===== src/logic/reset_source_cfg.svh =====
// Constants for the reset source controller
`ifndef RESET_SOURCE_CFG_SVH
`define RESET_SOURCE_CFG_SVH

// Register offsets (byte addresses, chosen locally)
`define REG_GUARD_CODE      8'h00
`define REG_SOURCE_FLAGS    8'h04
`define REG_THRESHOLD_SEL   8'h08
`define REG_WDT_CODE        8'h0c
`define REG_MODE_STATUS     8'h10
`define REG_IRQ_STATUS      8'h14
`define REG_IRQ_ENABLE      8'h18
`define REG_IRQ_CLEAR       8'h1c

// Guard code values
`define GUARD_RESET_VALUE   8'h55
`define GUARD_ALT_VALUE     8'haa

// Threshold select codes
`define THR_SEL_A           8'h66
`define THR_SEL_B           8'h55
`define THR_SEL_C           8'h33
`define THR_SEL_D           8'h99
`define THR_SEL_E           8'haa
`define THR_DISABLE         8'hf0
`define THR_RESET_VALUE     8'h66

// Watchdog enable code (5 bits) values and reset value
`define WDT_CODE_A          5'h0a
`define WDT_CODE_B          5'h15
`define WDT_CODE_RESET      5'h0a

// Flag bit positions in the source flag register
`define FLAG_WDT_REG        0
`define FLAG_THR_REG        1
`define FLAG_LOW_VOLT       2
`define FLAG_GUARD          3

// Interrupt status bits
`define IRQ_GUARD           0
`define IRQ_THR_REG         1
`define IRQ_LOW_VOLT        2
`define IRQ_WDT_REG         3
`define IRQ_TIMEOUT         4
`define IRQ_WIDTH           5

// Timing: soft reset delay and low voltage qualify time
`define SOFT_RESET_DELAY_NS 1000
`define LV_QUALIFY_NS       120000
`define CLOCK_PERIOD_NS     25
`define SOFT_RESET_CYCLES   ((`SOFT_RESET_DELAY_NS + `CLOCK_PERIOD_NS - 1) / `CLOCK_PERIOD_NS)
`define LV_QUALIFY_CYCLES   (`LV_QUALIFY_NS / `CLOCK_PERIOD_NS)

// Length of the full reset pulse issued on system_reset.full; the warm pulse is one cycle
`define RESET_PULSE_CYCLES  4

`endif


===== src/logic/reset_source_pkg.sv =====
// Types for the reset source controller
package reset_source_pkg;

	// Power modes reported by the core
	typedef enum logic [1:0] {
		mode_fast  = 2'h0,
		mode_slow  = 2'h1,
		mode_idle  = 2'h2,
		mode_sleep = 2'h3
	} power_mode_t;

	// Register port request
	typedef struct packed {
		logic [7:0] addr;
		logic [7:0] wdata;
		logic       write;
		logic       read;
	} reg_req_t;

	// Reset kinds issued to the core
	typedef struct packed {
		logic full;   // Full system reset
		logic warm;   // Clear program counter and stack pointer only
	} reset_out_t;

	// Sequencer states, one-hot
	typedef enum logic [2:0] {
		st_run   = 3'b001,
		st_delay = 3'b010,
		st_pulse = 3'b100
	} seq_state_t;

	// Cause latched for a pending reset
	typedef struct packed {
		logic guard;
		logic thr;
		logic wdt;
		logic low_volt;
	} cause_t;

endpackage


===== src/logic/reset_source_control.sv =====
// Reset source controller: guard codes, low voltage qualification, watchdog reset handling
// Notes on behaviour
// RULE_01: Guard codes 55/aa idle, others reset later
// RULE_02: Invalid guard code sets guard flag
// RULE_03: Guard register reloads except watchdog warm reset
// RULE_04: Flag register bits 7..4 read zero
// RULE_05: Guard flag hardware set, software clear only
// RULE_06: Low supply must outlast qualify time
// RULE_07: Six defined threshold codes, f0 disables
// RULE_08: Undefined threshold code resets, reloads 66
// RULE_09: Undefined threshold code sets its flag
// RULE_10: Real low voltage reset keeps threshold
// RULE_11: Low voltage reset off in idle/sleep
// RULE_12: Qualified low voltage sets sticky flag
// RULE_13: Run mode timeout: full reset, timeout flag
// RULE_14: Low-power timeout: warm reset, timeout flag
// RULE_15: Invalid watchdog code sets its flag
// RULE_16: Low-power timeout also sets powerdown flag
// RULE_17: Soft reset delay is parameterised count
//
// Decided for this implementation: the register addresses and the address-and-strobe port.
`timescale 1ns/1ps
`default_nettype none
`include "reset_source_cfg.svh"

module reset_source_control #(
	parameter int SOFT_DELAY_CYCLES = `SOFT_RESET_CYCLES,
	parameter int LV_QUALIFY_CYCLES = `LV_QUALIFY_CYCLES
) (
	// Clock and master reset
	input  wire logic                        clock,
	input  wire logic                        reset,
	// Register port
	input  wire reset_source_pkg::reg_req_t  reg_req,
	output var  logic [7:0]                  reg_rdata,
	// Supply and core status
	input  wire logic                        low_supply,
	input  wire reset_source_pkg::power_mode_t power_mode,
	input  wire logic                        watchdog_expired,
	input  wire logic                        powerdown_entered,
	// Reset outputs
	output var  reset_source_pkg::reset_out_t system_reset,
	output var  logic                        watchdog_timeout_flag,
	output var  logic                        powerdown_flag,
	output var  logic                        irq
);
	import reset_source_pkg::*;

	localparam int DCW = $clog2(SOFT_DELAY_CYCLES + 1);
	localparam int QCW = $clog2(LV_QUALIFY_CYCLES + 2);
	localparam int PCW = 3;

	// Input synchronisers for the analog low supply level
	logic                 supply_meta;      // First stage, read only by second
	logic                 supply_sync;      // Safe low supply level

	// Software visible registers
	logic [7:0]           reset_guard_bits;        // Guard code register
	logic [7:0]           threshold_select_bits;   // Threshold select register
	logic [4:0]           watchdog_enable_code;    // Watchdog enable code
	logic                 guard_reset_flag;
	logic                 low_voltage_reset_flag;
	logic                 threshold_register_reset_flag;
	logic                 watchdog_register_reset_flag;
	logic [`IRQ_WIDTH-1:0] irq_status;
	logic [`IRQ_WIDTH-1:0] irq_enable;

	// Sequencer state
	seq_state_t           state;
	cause_t               cause;
	logic [DCW-1:0]       delay_count;
	logic [PCW-1:0]       pulse_count;
	logic [QCW-1:0]       qual_count;

	// Next values
	logic [7:0]           next_guard;
	logic [7:0]           next_threshold;
	logic [4:0]           next_wdt_code;
	logic                 next_guard_flag;
	logic                 next_lv_flag;
	logic                 next_thr_flag;
	logic                 next_wdt_flag;
	logic [`IRQ_WIDTH-1:0] next_irq_status;
	logic [`IRQ_WIDTH-1:0] next_irq_enable;
	seq_state_t           next_state;
	cause_t               next_cause;
	logic [DCW-1:0]       next_delay_count;
	logic [PCW-1:0]       next_pulse_count;
	logic [QCW-1:0]       next_qual_count;
	reset_out_t           next_system_reset;
	logic                 next_timeout_flag;
	logic                 next_powerdown_flag;
	logic [7:0]           next_rdata;

	// Decoded conditions
	logic                 guard_bad;
	logic                 thr_bad;
	logic                 wdt_bad;
	logic                 low_power;
	logic                 lv_enabled;
	logic                 lv_qualified;
	logic                 wdt_full;
	logic                 wdt_warm;
	logic                 wr_hit;

	// Guard code check, used by the guard decode only
	function automatic logic guard_ok(input logic [7:0] v);
		return (v == `GUARD_RESET_VALUE) || (v == `GUARD_ALT_VALUE);
	endfunction

	// Threshold code check, disable code counted as defined
	function automatic logic threshold_ok(input logic [7:0] v);
		return (v == `THR_SEL_A) || (v == `THR_SEL_B) || (v == `THR_SEL_C) ||
			(v == `THR_SEL_D) || (v == `THR_SEL_E) || (v == `THR_DISABLE);
	endfunction

	// Two flop synchroniser for low supply
	always_ff @(posedge clock) begin
		if (reset) begin
			supply_meta <= 1'b0;
			supply_sync <= 1'b0;
		end else begin
			supply_meta <= low_supply;
			supply_sync <= supply_meta;
		end
	end

	// Condition decode
	always_comb begin
		// RULE_01: guard code check
		guard_bad  = !guard_ok(reset_guard_bits);
		// RULE_07: threshold code decode
		thr_bad    = !threshold_ok(threshold_select_bits);
		wdt_bad    = (watchdog_enable_code != `WDT_CODE_A) && (watchdog_enable_code != `WDT_CODE_B);
		// RULE_11: off in low power
		low_power  = (power_mode == mode_idle) || (power_mode == mode_sleep);
		lv_enabled = !low_power && (threshold_select_bits != `THR_DISABLE) && !thr_bad;
		// RULE_06: qualified only past count
		lv_qualified = (qual_count > QCW'(LV_QUALIFY_CYCLES));
		// RULE_13: run mode timeout is full
		wdt_full   = watchdog_expired && !low_power;
		// RULE_14: low power timeout is warm
		wdt_warm   = watchdog_expired && low_power;
		wr_hit     = reg_req.write;
	end

	// Low supply duration counter; any gap restarts qualification
	always_comb begin
		next_qual_count = qual_count;
		if (!supply_sync || !lv_enabled || state != st_run)
			next_qual_count = '0;
		else if (!lv_qualified)
			next_qual_count = qual_count + QCW'(1);
	end

	always_ff @(posedge clock) begin
		if (reset)
			qual_count <= '0;
		else
			qual_count <= next_qual_count;
	end

	// Sequencer: delay for register faults, then a reset pulse
	always_comb begin
		next_state        = state;
		next_cause        = cause;
		next_delay_count  = delay_count;
		next_pulse_count  = pulse_count;
		next_system_reset = '0;
		case (state)
			st_run: begin
				if (lv_qualified) begin
					// Immediate reset, supply already qualified
					next_cause       = '{guard: 1'b0, thr: 1'b0, wdt: 1'b0, low_volt: 1'b1};
					next_state       = st_pulse;
					next_pulse_count = '0;
				end else if (wdt_full) begin
					next_cause       = '0;
					next_state       = st_pulse;
					next_pulse_count = '0;
				end else if (guard_bad || thr_bad || wdt_bad) begin
					next_cause       = '{guard: guard_bad, thr: thr_bad, wdt: wdt_bad,
						low_volt: 1'b0};
					next_state       = st_delay;
					next_delay_count = '0;
				end
			end
			st_delay: begin
				// RULE_17: same delay for every register fault source
				if (delay_count >= DCW'(SOFT_DELAY_CYCLES - 1)) begin
					next_state       = st_pulse;
					next_pulse_count = '0;
				end else begin
					next_delay_count = delay_count + DCW'(1);
				end
			end
			st_pulse: begin
				next_system_reset.full = 1'b1;
				if (pulse_count >= PCW'(`RESET_PULSE_CYCLES - 1)) begin
					next_state = st_run;
					next_cause = '0;
				end else begin
					next_pulse_count = pulse_count + PCW'(1);
				end
			end
			default: begin
				next_state = st_run;
				next_cause = '0;
			end
		endcase
		// Warm reset is a single pulse beside any sequence
		next_system_reset.warm = wdt_warm;
	end

	always_ff @(posedge clock) begin
		if (reset) begin
			state         <= st_run;
			cause         <= '0;
			delay_count   <= '0;
			pulse_count   <= '0;
			system_reset  <= '0;
		end else begin
			state         <= next_state;
			cause         <= next_cause;
			delay_count   <= next_delay_count;
			pulse_count   <= next_pulse_count;
			system_reset  <= next_system_reset;
		end
	end

	// Register file and flags
	always_comb begin
		logic pulse_end;
		pulse_end       = (state == st_pulse) && (pulse_count >= PCW'(`RESET_PULSE_CYCLES - 1));
		next_guard      = reset_guard_bits;
		next_threshold  = threshold_select_bits;
		next_wdt_code   = watchdog_enable_code;
		next_guard_flag = guard_reset_flag;
		next_lv_flag    = low_voltage_reset_flag;
		next_thr_flag   = threshold_register_reset_flag;
		next_wdt_flag   = watchdog_register_reset_flag;
		next_irq_enable = irq_enable;
		next_irq_status = irq_status;
		next_timeout_flag   = watchdog_timeout_flag;
		next_powerdown_flag = powerdown_flag;
		// Software writes first, hardware sets afterwards win
		if (wr_hit) begin
			case (reg_req.addr)
				`REG_GUARD_CODE:    next_guard     = reg_req.wdata;
				`REG_THRESHOLD_SEL: next_threshold = reg_req.wdata;
				`REG_WDT_CODE:      next_wdt_code  = reg_req.wdata[4:0];
				`REG_SOURCE_FLAGS: begin
					// RULE_05: software clears only
					next_guard_flag = guard_reset_flag & reg_req.wdata[`FLAG_GUARD];
					next_lv_flag    = low_voltage_reset_flag & reg_req.wdata[`FLAG_LOW_VOLT];
					next_thr_flag   = threshold_register_reset_flag & reg_req.wdata[`FLAG_THR_REG];
					next_wdt_flag   = watchdog_register_reset_flag & reg_req.wdata[`FLAG_WDT_REG];
				end
				`REG_MODE_STATUS: begin
					// Software may clear the status copies
					next_timeout_flag   = watchdog_timeout_flag & reg_req.wdata[0];
					next_powerdown_flag = powerdown_flag & reg_req.wdata[1];
				end
				`REG_IRQ_ENABLE:    next_irq_enable = reg_req.wdata[`IRQ_WIDTH-1:0];
				`REG_IRQ_CLEAR:     next_irq_status = irq_status & ~reg_req.wdata[`IRQ_WIDTH-1:0];
				default: begin
					// Unmapped or read-only: ignored
				end
			endcase
		end
		if (powerdown_entered)
			next_powerdown_flag = 1'b1;
		// RULE_02: guard flag set on fault
		if (state == st_delay && cause.guard) begin
			next_guard_flag = 1'b1;
			next_irq_status[`IRQ_GUARD] = 1'b1;
		end
		// RULE_09: threshold fault flag
		if (state == st_delay && cause.thr) begin
			next_thr_flag = 1'b1;
			next_irq_status[`IRQ_THR_REG] = 1'b1;
		end
		// RULE_15: watchdog code fault flag
		if (state == st_delay && cause.wdt) begin
			next_wdt_flag = 1'b1;
			next_irq_status[`IRQ_WDT_REG] = 1'b1;
		end
		// RULE_12: qualified low voltage flag
		if (state == st_run && lv_qualified) begin
			next_lv_flag = 1'b1;
			next_irq_status[`IRQ_LOW_VOLT] = 1'b1;
		end
		// RULE_13: timeout flag on full timeout
		if (wdt_full && state == st_run && !lv_qualified) begin
			next_timeout_flag = 1'b1;
			next_irq_status[`IRQ_TIMEOUT] = 1'b1;
		end
		// RULE_16: low power sets both flags
		if (wdt_warm) begin
			next_timeout_flag   = 1'b1;
			next_powerdown_flag = 1'b1;
			next_irq_status[`IRQ_TIMEOUT] = 1'b1;
		end
		// Full reset reload at end of pulse; warm reset never reloads
		if (pulse_end) begin
			// RULE_03: guard reloads on full reset
			next_guard    = `GUARD_RESET_VALUE;
			next_wdt_code = `WDT_CODE_RESET;
			// RULE_10: keep threshold on low voltage
			// RULE_08: reload after threshold fault
			if (!cause.low_volt)
				next_threshold = `THR_RESET_VALUE;
		end
	end

	always_ff @(posedge clock) begin
		if (reset) begin
			reset_guard_bits              <= `GUARD_RESET_VALUE;
			threshold_select_bits         <= `THR_RESET_VALUE;
			watchdog_enable_code          <= `WDT_CODE_RESET;
			guard_reset_flag              <= 1'b0;
			low_voltage_reset_flag        <= 1'b0;
			threshold_register_reset_flag <= 1'b0;
			watchdog_register_reset_flag  <= 1'b0;
			irq_status                    <= '0;
			irq_enable                    <= '0;
			watchdog_timeout_flag         <= 1'b0;
			powerdown_flag                <= 1'b0;
		end else begin
			reset_guard_bits              <= next_guard;
			threshold_select_bits         <= next_threshold;
			watchdog_enable_code          <= next_wdt_code;
			guard_reset_flag              <= next_guard_flag;
			low_voltage_reset_flag        <= next_lv_flag;
			threshold_register_reset_flag <= next_thr_flag;
			watchdog_register_reset_flag  <= next_wdt_flag;
			irq_status                    <= next_irq_status;
			irq_enable                    <= next_irq_enable;
			watchdog_timeout_flag         <= next_timeout_flag;
			powerdown_flag                <= next_powerdown_flag;
		end
	end

	// Read data, one cycle after the strobe, zero otherwise
	always_comb begin
		next_rdata = 8'h00;
		if (reg_req.read) begin
			case (reg_req.addr)
				`REG_GUARD_CODE:    next_rdata = reset_guard_bits;
				// RULE_04: upper nibble reads zero
				`REG_SOURCE_FLAGS:  next_rdata = {4'h0, guard_reset_flag, low_voltage_reset_flag,
					threshold_register_reset_flag, watchdog_register_reset_flag};
				`REG_THRESHOLD_SEL: next_rdata = threshold_select_bits;
				`REG_WDT_CODE:      next_rdata = {3'h0, watchdog_enable_code};
				`REG_MODE_STATUS:   next_rdata = {6'h00, powerdown_flag, watchdog_timeout_flag};
				`REG_IRQ_STATUS:    next_rdata = {3'h0, irq_status};
				`REG_IRQ_ENABLE:    next_rdata = {3'h0, irq_enable};
				default:            next_rdata = 8'h00;
			endcase
		end
	end

	// Registered read data and interrupt line
	always_ff @(posedge clock) begin
		if (reset) begin
			reg_rdata <= 8'h00;
			irq       <= 1'b0;
		end else begin
			reg_rdata <= next_rdata;
			irq       <= |(next_irq_status & next_irq_enable);
		end
	end

endmodule
`default_nettype wire


===== config.mk =====
export PLATFORM = sky130hd
export DESIGN_NAME = reset_source_control
export DESIGN_NICKNAME = d
export VERILOG_FILES = /design/src/logic/reset_source_pkg.sv /design/src/logic/reset_source_control.sv
export VERILOG_INCLUDE_DIRS = /design/src /design/src/logic
export SDC_FILE = /design/constraint.sdc
export NUM_CORES = 1
export LEC_CHECK = 0
export BUFFER_PORTS_ARGS = -buffer_cell sky130_fd_sc_hd__buf_2
export CAP_MARGIN = 25
export CELL_PAD_IN_SITES_DETAIL_PLACEMENT = 1
export CELL_PAD_IN_SITES_GLOBAL_PLACEMENT = 2
export CORE_MARGIN = 4
export CORE_UTILIZATION = 38
export CTS_CLUSTER_DIAMETER = 150
export DETAILED_ROUTE_END_ITERATION = 6
export PLACE_DENSITY_LB_ADDON = 0.25
export SLEW_MARGIN = 20
export SYNTH_ARGS = -nofsm -noshare
export SYNTH_HDL_FRONTEND = slang
export SYNTH_SLANG_ARGS = --single-unit

===== constraint.sdc =====
create_clock -name clock -period 3.4 [get_ports clock]
set_input_delay 0.17 -clock clock [delete_from_list [all_inputs] [get_ports clock]]
set_output_delay 0.17 -clock clock [all_outputs]
set_load 0.1 [all_outputs]

==> flow_summary.json, run 1 <==
{
  "ctsLongestPathBuffers": 2,
  "first_iter_violations": 133,
  "syn2layout_area_growth_pct": 12.0,
  "cp.required_ns": 3.66,
  "routed_wl_um": 11000,
  "grt.total_usage_pct": 20.0,
  "netlist_area_sq_um": 3800,
  "finalHoldViolations": 0,
  "p_int_w": 0.00123,
  "max_slew_margin_pct": 50.0,
  "min_period_ns": 2.14,
  "crit_family": "compound AO/OA/AOI/OAI gates",
  "via_per_inst": 5.54,
  "syn_area_per_cell_sq_um": 8.42,
  "power_density_nw_per_um2": 400,
  "postCtsSetupRepairBufs": 0,
  "max-vdd-ir-drop_mv": 0.175,
  "n_antenna_cell": 0,
  "drt_first_pass_iters": 4,
  "status": "finished clean",
  "cp_max_fo": 5,
  "grt_pass1_vias": 3439,
  "rsz0062_at_grt": "false",
  "h-tree-depth": 3,
  "fmaxAchievable_ghz": 0.467,
  "gr-total-overflow": 0,
  "pwr-share-comb_pct": 8.0,
  "critPathBufInv": 1,
  "vias": 3453,
  "netlist_instances": 452,
  "synth-seq-area-share_pct": 41.6,
  "cp_slowest_cell": "mux2_1",
  "port_buffers": 36,
  "p_sw_w": 0.000473,
  "numClockSinks": 79,
  "gp_congestion": 0.790,
  "drive_above_1_share_pct": 14.3,
  "wire_per_inst_um": 17.7,
  "drv_cap": 0,
  "syn-num-nets": 482,
  "tightest_slew_ns": 0.745,
  "wl_met3_um": 441,
  "cts-resized-gates": 0,
  "end_kind": "register",
  "cts_buffers": 9,
  "swShare_pct": 27.7,
  "synth-seq-cells": 79,
  "crit_type": "register to register",
  "grt_max_degree": 39,
  "drv_slew": 0,
  "critPathMaxStageDelay_ns": 0.35,
  "die_h_um": 108,
  "synth-async-reset-ratio_pct": 0,
  "synth_ff_type": "dfxtp_1",
  "final_net_count": 515,
  "root_buffer": "clkbuf_8",
  "fin_crit_sh_pct": 63.0,
  "cp-start-kind": "register",
  "crit_path_cell_trace": "ha_1 > ha_1 > a211oi_1 > a21oi_1 > or2_2 > inv_1 > o21ai_2 > mux2_1",
  "boundaryPins": 38,
  "synth_cell_types": 64,
  "p_seq_share_pct": 55.2,
  "skew_ns": 0.00412,
  "clk_pin_slew_ns": 0.08,
  "detail-route-antenna-nets": 0,
  "min_path_type": "input port to register",
  "wl_met1_um": 5230,
  "setup_viol_count_final": 0,
  "grt_pass1_wl_um": 18000,
  "highest_layer": "met4",
  "die_w_um": 108,
  "antenna_found_initial": 0,
  "tritoncts": "done",
  "crit_arrival_ns": 2.40,
  "dpl.hpwl_um": 8090,
  "pwr-share-clk_pct": 36.8,
  "rows": 36,
  "synth_edf_count": 0,
  "tns_ns": 0,
  "clk_latency_ns": 0.36,
  "cpMostUsedCell": "ha_1",
  "yosysWarnings": 0,
  "die-area_sq_um": 11700,
  "leakagePower_nw": 1.58,
  "initial_core_util_pct": 38.9,
  "core_region_area_sq_um": 9770,
  "drc": 0,
  "hold_buffers": 1,
  "utilization_pct": 43.6,
  "met2WireLength_um": 5230
}
kinds of logic (layout without fill, tap and decap cells):
logic type	after synthesis	after routing	synth area share, %
adder cells (fa/ha/maj)	5	5	1.64
XOR/XNOR	11	11	2.53
flip-flops	79	79	41.6
AO/OA/AOI/OAI	109	109	18.4
AND/OR/NAND/NOR	202	202	28.0
buffers and inverters	31	69	3.78
multiplexers	15	15	4.08
sequential cells by signal, summed over array words and instances, names as in the netlist:
name	count
watchdog_enable_code	5
delay_count	6
low_voltage_reset_flag	1
state	3
qual_count	13
watchdog_register_reset_flag	1
cause	4
system_reset	2
pulse_count	3
threshold_register_reset_flag	1
irq_status	5
irq_enable	5
supply_sync	1
threshold_select_bits	8
guard_reset_flag	1
reg_rdata	8
reset_guard_bits	8
watchdog_timeout_flag	1
supply_meta	1
powerdown_flag	1
irq	1
power by group through the flow:
stage,combinational (W),clock (W),sequential (W)
2_1_floorplan,0.0000656,0,0.000979
3_3_place_gp,0.000136,0,0.000962
3_5_place_dp,0.000138,0,0.000963
4_1_cts,0.000139,0.000646,0.000941
5_1_grt,0.000149,0.000686,0.000942
6_report,0.000137,0.000628,0.000941
tightest hold or removal path: cells and delay by family:
kind                   cells  cell delay (ns)
AND/OR/NAND/NOR            2             0.14
buffers and inverters      1             0.09
path summary, 6_finish.rpt:
check / from / endpoint / slack, ns / depth (start not counted)
max: pulse_count[0]$_SDFFE_PP0P_ / pulse_count[2]$_SDFFE_PP0P_ / 1.26 / 8
min: reg_req[8] / reset_guard_bits[6]$_SDFFE_PP1P_ / 0.07 / 3
max reg2reg: pulse_count[0]$_SDFFE_PP0P_ / pulse_count[2]$_SDFFE_PP0P_ / 1.26 / 8
min reg2reg: supply_meta$_SDFF_PP0_ / supply_sync$_SDFF_PP0_ / 0.46 / 1
layout make-up:
cell class              instances  area (sq um)
fillers                      1201          5510
multi-input cells             342          2080
flip-flops and latches         79          1580
repair buffers                 42           228
well taps                     133           166
clock buffers                  10           128
inverters                      11          41.3
clock inverters                 6          37.5
synth_stat cells (all sizes together) (2+ instances only):
master  number  area share (%)
nor3         8             1.1
nand4        7             1.3
nor2        48             4.7
nand3       36             4.9
a21boi       2            0.39
clkbuf      12             1.2
and4         4            0.92
nor3b        4             1.1
mux2i       11             2.9
a31oi        5            0.82
a221oi       2            0.46
buf          8             1.5
xor2         5             1.2
nor4b        3             1.1
nor4bb       9             2.4
nand2       53             5.2
a22oi        5            0.99
dfxtp       79              42
a211oi       4            0.79
nand4b       2            0.46
ha           5             1.6
nand2b       5            0.82
and3         7             1.2
a22o         3            0.69
a21o         3            0.59
a32oi        3            0.69
or2          2            0.33
a222oi       3            0.79
nor2b        6            0.99
o21a         3            0.59
a21oi       40             5.3
nor4         2            0.49
and2         4            0.66
inv         10            0.99
mux2         4             1.2
xnor2        6             1.4
o21ai       18             2.5
o22ai        2            0.33
o211ai       5            0.99
cell usage in the layout, fill, tap and decap left out, types with 5 or more instances in the layout:
master / n
dfxtp_1: 79
nand2_1: 53
nor2_1: 48
a21oi_1: 40
buf_2: 36
nand3_1: 35
o21ai_0: 12
mux2i_1: 11
inv_1: 10
nor4bb_1: 9
clkbuf_8: 9
nor3_1: 8
nor2b_1: 6
nand4_1: 6
xnor2_1: 6
nand2b_1: 5
o21ai_1: 5
o211ai_1: 5
a22oi_1: 5
a31oi_1: 5
xor2_1: 5
ha_1: 5
buf_4: 5
stage by stage:
step | setup WS, ns | instances | total power (W) | hold slack (ns) | area, sq um
3_3_place_gp | 1.24 | 606 | 0.00110 | 0.383 | 4090
5_1_grt | 1.07 | 623 | 0.00178 | 0.0565 | 4260
3_5_place_dp | 1.20 | 606 | 0.00110 | 0.389 | 4090
6_report | 1.26 | 623 | 0.00171 | 0.0653 | 4260
2_1_floorplan | 1.48 | 452 | 0.00104 | 0.295 | 3800
4_1_cts | 1.22 | 623 | 0.00173 | 0.0537 | 4260
layer usage:
layer,global-route usage (%),vias up
met1,25.5,1676
met2,34.1,59
met4,5.14,0
met5,0,-
li1,-,1710
met3,4.90,8
Power figures use the tool's default switching activity.
==> inputs of run 2 (changes only) <==
--- a/config.mk
+++ b/config.mk
@@ -11,7 +11,7 @@
 export CELL_PAD_IN_SITES_DETAIL_PLACEMENT = 1
 export CELL_PAD_IN_SITES_GLOBAL_PLACEMENT = 2
 export CORE_MARGIN = 4
-export CORE_UTILIZATION = 38
+export CORE_UTILIZATION = 32
 export CTS_CLUSTER_DIAMETER = 150
 export DETAILED_ROUTE_END_ITERATION = 6
 export PLACE_DENSITY_LB_ADDON = 0.25
==> constraint.sdc (replaced) <==
create_clock -name clock -period 1.7 [get_ports clock]
set_input_delay 0.085 -clock clock [delete_from_list [all_inputs] [get_ports clock]]
set_output_delay 0.085 -clock clock [all_outputs]
set_load 0.1 [all_outputs]
==> run 2 against run 1 <==
Compared with the run above: the flow now finishes with violations (negative setup slack); combinational power grew to 2.8 times the previous value; final cell count is 14% higher; largest power group unchanged; register-to-register slack worse by 1.3 ns; wire length is 19% higher; critical endpoint is now delay_count[1]$_SDFFE_PP0P_; global-route usage is 0.27 points lower; sequential share of layout area is 6.5 points lower.
==> flow_summary.json, run 2 (same netlist as run 1, synthesis figures left out) <==
{
  "skew_ns": 0.00674,
  "numClockSinks": 79,
  "final_area_sq_um": 5240,
  "syn2layout_area_growth_pct": 37.8,
  "tritoncts": "done",
  "p_sw_w": 0.00104,
  "drive_above_1_share_pct": 34.3,
  "ctsLongestPathBuffers": 2,
  "grt_pass1_wl_um": 20600,
  "regMostFlops": "qual_count",
  "setup_slack_ns": -0.0434,
  "final_net_count": 590,
  "fin_crit_sh_pct": 103,
  "initial_core_util_pct": 33.0,
  "gr-total-overflow": 0,
  "rows": 39,
  "die_h_um": 117,
  "place_ws_ns": -0.355,
  "drv_slew": 0,
  "fmaxAchievable_ghz": 0.574,
  "regArea_sq_um": 1610,
  "port_buffers": 36,
  "power_density_nw_per_um2": 786,
  "drv_cap": 0,
  "setup_viol_count_final": 7,
  "multi_input_area_sq_um": 2330,
  "cp.required_ns": 1.94,
  "max-vdd-ir-drop_mv": 0.325,
  "place_area_sq_um": 4640,
  "grt_pass1_vias": 3889,
  "clk_latency_ns": 0.35,
  "min_period_ns": 1.74,
  "max_slew_margin_pct": 51.5,
  "crit_type": "register to register",
  "core_region_area_sq_um": 11500,
  "pwr-share-clk_pct": 45.0,
  "p_int_w": 0.00308,
  "n_antenna_cell": 0,
  "p_seq_share_pct": 45.6,
  "dpl.hpwl_um": 9390,
  "pwr-share-comb_pct": 9.4,
  "grt_max_degree": 38,
  "vias": 3822,
  "cp_max_fo": 6,
  "cp-start-kind": "register",
  "reg2regPathDepth": 7,
  "min_path_type": "input port to register",
  "wire_per_inst_um": 18.5,
  "die-area_sq_um": 13700,
  "detail-route-antenna-nets": 0,
  "swShare_pct": 25.3,
  "violations": "negative setup slack",
  "first_iter_violations": 198,
  "clk_pin_slew_ns": 0.06,
  "final_cell_mix": "73 x buf_4, 64 x dfxtp_1, 51 x nand2_1",
  "die_w_um": 117,
  "root_buffer": "clkbuf_16",
  "rsz0062_at_grt": "true",
  "grt.total_usage_pct": 19.8,
  "antenna_found_initial": 0,
  "boundaryPins": 38,
  "drt_first_pass_iters": 4,
  "gp_congestion": 0.850,
  "cts_buffers": 9,
  "status": "finished, violations left",
  "leakagePower_nw": 2.09,
  "drc": 0,
  "tightest_slew_ns": 0.722,
  "end_kind": "register",
  "via_per_inst": 5.40,
  "finalHoldViolations": 0,
  "largest_register_ffs": 13,
  "routed_wl_um": 13100,
  "crit_arrival_ns": 1.98,
  "fillers": 1385,
  "min_path_cells": 3,
  "h-tree-depth": 3,
  "tns_ns": -0.137,
  "final_common_cell": "buf_4"
}
==> run 2: path summary, 6_finish.rpt <==
kind / from / endpoint / slack, ns
max: threshold_select_bits[7]$_SDFF_PP0_ / delay_count[1]$_SDFFE_PP0P_ / -0.04
min: reg_req[8] / reset_guard_bits[6]$_SDFFE_PP1P_ / 0.01
max reg2reg: threshold_select_bits[7]$_SDFF_PP0_ / delay_count[1]$_SDFFE_PP0P_ / -0.04
min reg2reg: supply_meta$_SDFF_PP0_ / supply_sync$_SDFF_PP0_ / 0.44
==> run 2: metrics by stage <==
stage / std cells / utilization (%) / hold slack [ns] / power, W
after floorplan: 452 / - / 0.210 / 0.00210
after detailed placement: 681 / 40.3 / 0.305 / 0.00226
after global placement: 681 / 40.3 / 0.296 / 0.00225
after global routing: 708 / 45.5 / 0.0174 / 0.00429
after CTS: 705 / 44.2 / 0.00220 / 0.00417
final: 708 / 45.5 / 0.0109 / 0.00412
==> run 2: routing by layer <==
metal	part of all wire, %	global-route usage [%]	vias to the layer above
met1	47	25.2	1861
li1	-	-	1864
met5	0	0	-
met4	2.9	9.86	0
met3	3.7	3.60	25
met2	47	32.1	72
==> run 2: power groups by stage <==
| stage | clock [W] | combinational (W) | sequential [W] |
|---|---|---|---|
| 3_3_place_gp | 0 | 0.000333 | 0.00192 |
| 5_1_grt | 0.00200 | 0.000416 | 0.00188 |
| 4_1_cts | 0.00190 | 0.000380 | 0.00188 |
| 3_5_place_dp | 0 | 0.000341 | 0.00192 |
| 2_1_floorplan | 0 | 0.000138 | 0.00196 |
| 6_report | 0.00186 | 0.000387 | 0.00188 |
==> run 2: area by class of cell <==
class | instances | area share [%]
Inverter | 11 | 0.787
Timing Repair Buffer | 116 | 15.3
Clock buffer | 13 | 4.96
Multi-Input combinational cell | 343 | 44.5
Clock inverter | 3 | 0.334
Tap cell | 143 | 3.41
Sequential cell | 79 | 30.7
==> run 2: repair_timing <==
item,4_1_cts,5_1_grt
setup endpoints to repair,32,39
resized for setup,26,37
buffers inserted,5,3
hold buffers,2,0
pin swaps,19,28
endpoints found under the hold margin,2,0
gates cloned,1,0
==> run 2: critical path, cell delays in order (launching register included) <==
cell	delay, ns
dfxtp_4	0.37
nor4bb_2	0.17
o22ai_1	0.21
o211ai_1	0.12
buf_4	0.17
and3_4	0.19
o21a_1	0.19
a31o_1	0.22
==> inputs of run 3 (changes only) <==
--- a/config.mk
+++ b/config.mk
@@ -10,10 +10,12 @@
 export CAP_MARGIN = 25
 export CELL_PAD_IN_SITES_DETAIL_PLACEMENT = 1
 export CELL_PAD_IN_SITES_GLOBAL_PLACEMENT = 2
+export CORE_ASPECT_RATIO = 1.75
 export CORE_MARGIN = 4
 export CORE_UTILIZATION = 32
 export CTS_CLUSTER_DIAMETER = 150
 export DETAILED_ROUTE_END_ITERATION = 6
+export HOLD_SLACK_MARGIN = 0.03
 export PLACE_DENSITY_LB_ADDON = 0.25
 export SLEW_MARGIN = 20
 export SYNTH_ARGS = -nofsm -noshare
==> run 3 against run 2 <==
Compared with the run above: the run still ends with negative setup slack left; setup slack worse by 0.045 ns; global-route usage fell by 0.70 points; via count rose by 0.34%; clock skew hardly changed; highest routed layer unchanged.
==> flow_summary.json, run 3 (same netlist as run 1, synthesis figures left out) <==
{
  "first_iter_violations": 85,
  "setup_slack_ns": -0.0885,
  "leakagePower_nw": 2.18,
  "end_kind": "register",
  "crit_arrival_ns": 2.06,
  "drive_above_1_share_pct": 36.2,
  "cp-start-kind": "register",
  "grt_max_degree": 39,
  "clk_latency_ns": 0.34,
  "min_path_type": "input port to register",
  "grt.total_usage_pct": 19.1,
  "clk_pin_slew_ns": 0.06,
  "numClockSinks": 79,
  "largest_register_ffs": 13,
  "via_per_inst": 5.40,
  "final_cell_mix": "80 x buf_4, 65 x dfxtp_1, 50 x nand2_1",
  "highest_layer": "met4",
  "drt_first_pass_iters": 4,
  "fin_crit_sh_pct": 105,
  "cp.required_ns": 1.97,
  "syn2layout_area_growth_pct": 42.0,
  "fillers": 1393,
  "max-vdd-ir-drop_mv": 0.519,
  "drv_slew": 0,
  "ctsLongestPathBuffers": 2,
  "antenna_found_initial": 0,
  "dpl.hpwl_um": 10200,
  "min_period_ns": 1.79,
  "gr-total-overflow": 0,
  "final_area_sq_um": 5400,
  "tns_ns": -0.210,
  "drc": 0,
  "grt_pass1_vias": 4087,
  "final_common_cell": "buf_4",
  "gp_congestion": 0.901,
  "vias": 3835,
  "die_h_um": 152,
  "wl_met1_um": 4930,
  "wl_met3_um": 266,
  "cp_max_fo": 5,
  "finalHoldViolations": 0,
  "cp_slowest_cell": "dfxtp_2",
  "detail-route-antenna-nets": 0,
  "power_density_nw_per_um2": 778,
  "routed_wl_um": 13000,
  "crit_path_cell_trace": "buf_6 > nor4bb_4 > o22ai_1 > o211ai_1 > buf_4 > nand4b_1 > a21bo_1 > a21oi_2",
  "h-tree-depth": 3,
  "root_buffer": "clkbuf_16",
  "drv_cap": 0,
  "port_buffers": 36,
  "boundaryPins": 38,
  "skew_ns": 0.00720,
  "initial_core_util_pct": 32.9,
  "critPathMaxStageDelay_ns": 0.33,
  "wire_per_inst_um": 18.4,
  "die-area_sq_um": 13800,
  "fmaxAchievable_ghz": 0.559,
  "tritoncts": "done",
  "rows": 52,
  "regMostFlops": "qual_count",
  "final_net_count": 600,
  "die_w_um": 90.4,
  "place_area_sq_um": 4710,
  "met2WireLength_um": 7430,
  "core_region_area_sq_um": 11600,
  "grt_pass1_wl_um": 20800,
  "violations": "negative setup slack",
  "setup_viol_count_final": 4,
  "tightest_slew_ns": 0.689,
  "max_slew_margin_pct": 53.7,
  "cts_buffers": 9,
  "rsz0062_at_grt": "true",
  "n_antenna_cell": 0,
  "status": "finished, violations left",
  "crit_type": "register to register"
}
run 3: stage by stage:
stage / worst slack (ns) / cells / hold slack (ns) / power [W] / util [%]
3_3_place_gp: -0.207 / 683 / 0.296 / 0.00226 / 40.6
5_1_grt: -0.159 / 710 / 0.0610 / 0.00436 / 46.6
4_1_cts: -0.0693 / 707 / 0.0531 / 0.00423 / 45.0
2_1_floorplan: -0.0678 / 452 / 0.210 / 0.00210 / -
6_report: -0.0885 / 710 / 0.0736 / 0.00420 / 46.6
3_5_place_dp: -0.328 / 683 / 0.311 / 0.00227 / 40.6
run 3: layer usage:
metal  vias to the layer above  global-route usage [%]
met5                         -                       0
li1                       1875                       -
met2                        53                    37.6
met3                        22                    3.36
met4                         0                    8.25
met1                      1885                    19.1
run 3: path summary, 6_finish.rpt:
kind	cells past startpoint	slack [ns]	to	from
hold / removal	3	0.07	powerdown_flag$_SDFFE_PP0P_	powerdown_entered
hold reg to reg	1	0.44	supply_sync$_SDFF_PP0_	supply_meta$_SDFF_PP0_
setup / recovery	8	-0.09	cause[1]$_SDFFE_PP0P_	threshold_select_bits[2]$_SDFF_PP1_
setup reg to reg	8	-0.09	cause[1]$_SDFFE_PP0P_	threshold_select_bits[2]$_SDFF_PP1_
run 3: what timing repair did:
action / 4_1_cts / 5_1_grt
endpoints found under the hold margin: 5 / 0
hold buffers: 4 / 0
resized for setup: 35 / 43
pin swaps: 26 / 28
setup endpoints to repair: 31 / 44
setup buffers: 5 / 3
run 3: layout make-up:
cell class | count | area [sq um] | share of cell area [%]
sequential | 79 | 1600 | 29.7
timing repair buffer | 127 | 900 | 16.7
multi-input combinational | 342 | 2400 | 44.4
inverter | 11 | 41.3 | 0.764
clock inverter | 4 | 45.0 | 0.834
tap | 135 | 169 | 3.13
clock buffer | 12 | 246 | 4.56
run 3: power breakdown:
part	total, W	internal, W	switching, W
logic	0.000388	0.000151	0.000237
clock network	0.00194	0.00117	0.000763
registers	0.00188	0.00187	0.0000138
total	0.00420	0.00319	0.00101
run 3: critical path, delay by kind of cell, from the launching register on:
kind	cells	cell delay, ns
flops	1	0.33
buf+inv	2	0.29
simple gates	2	0.50
compound gates	4	0.60
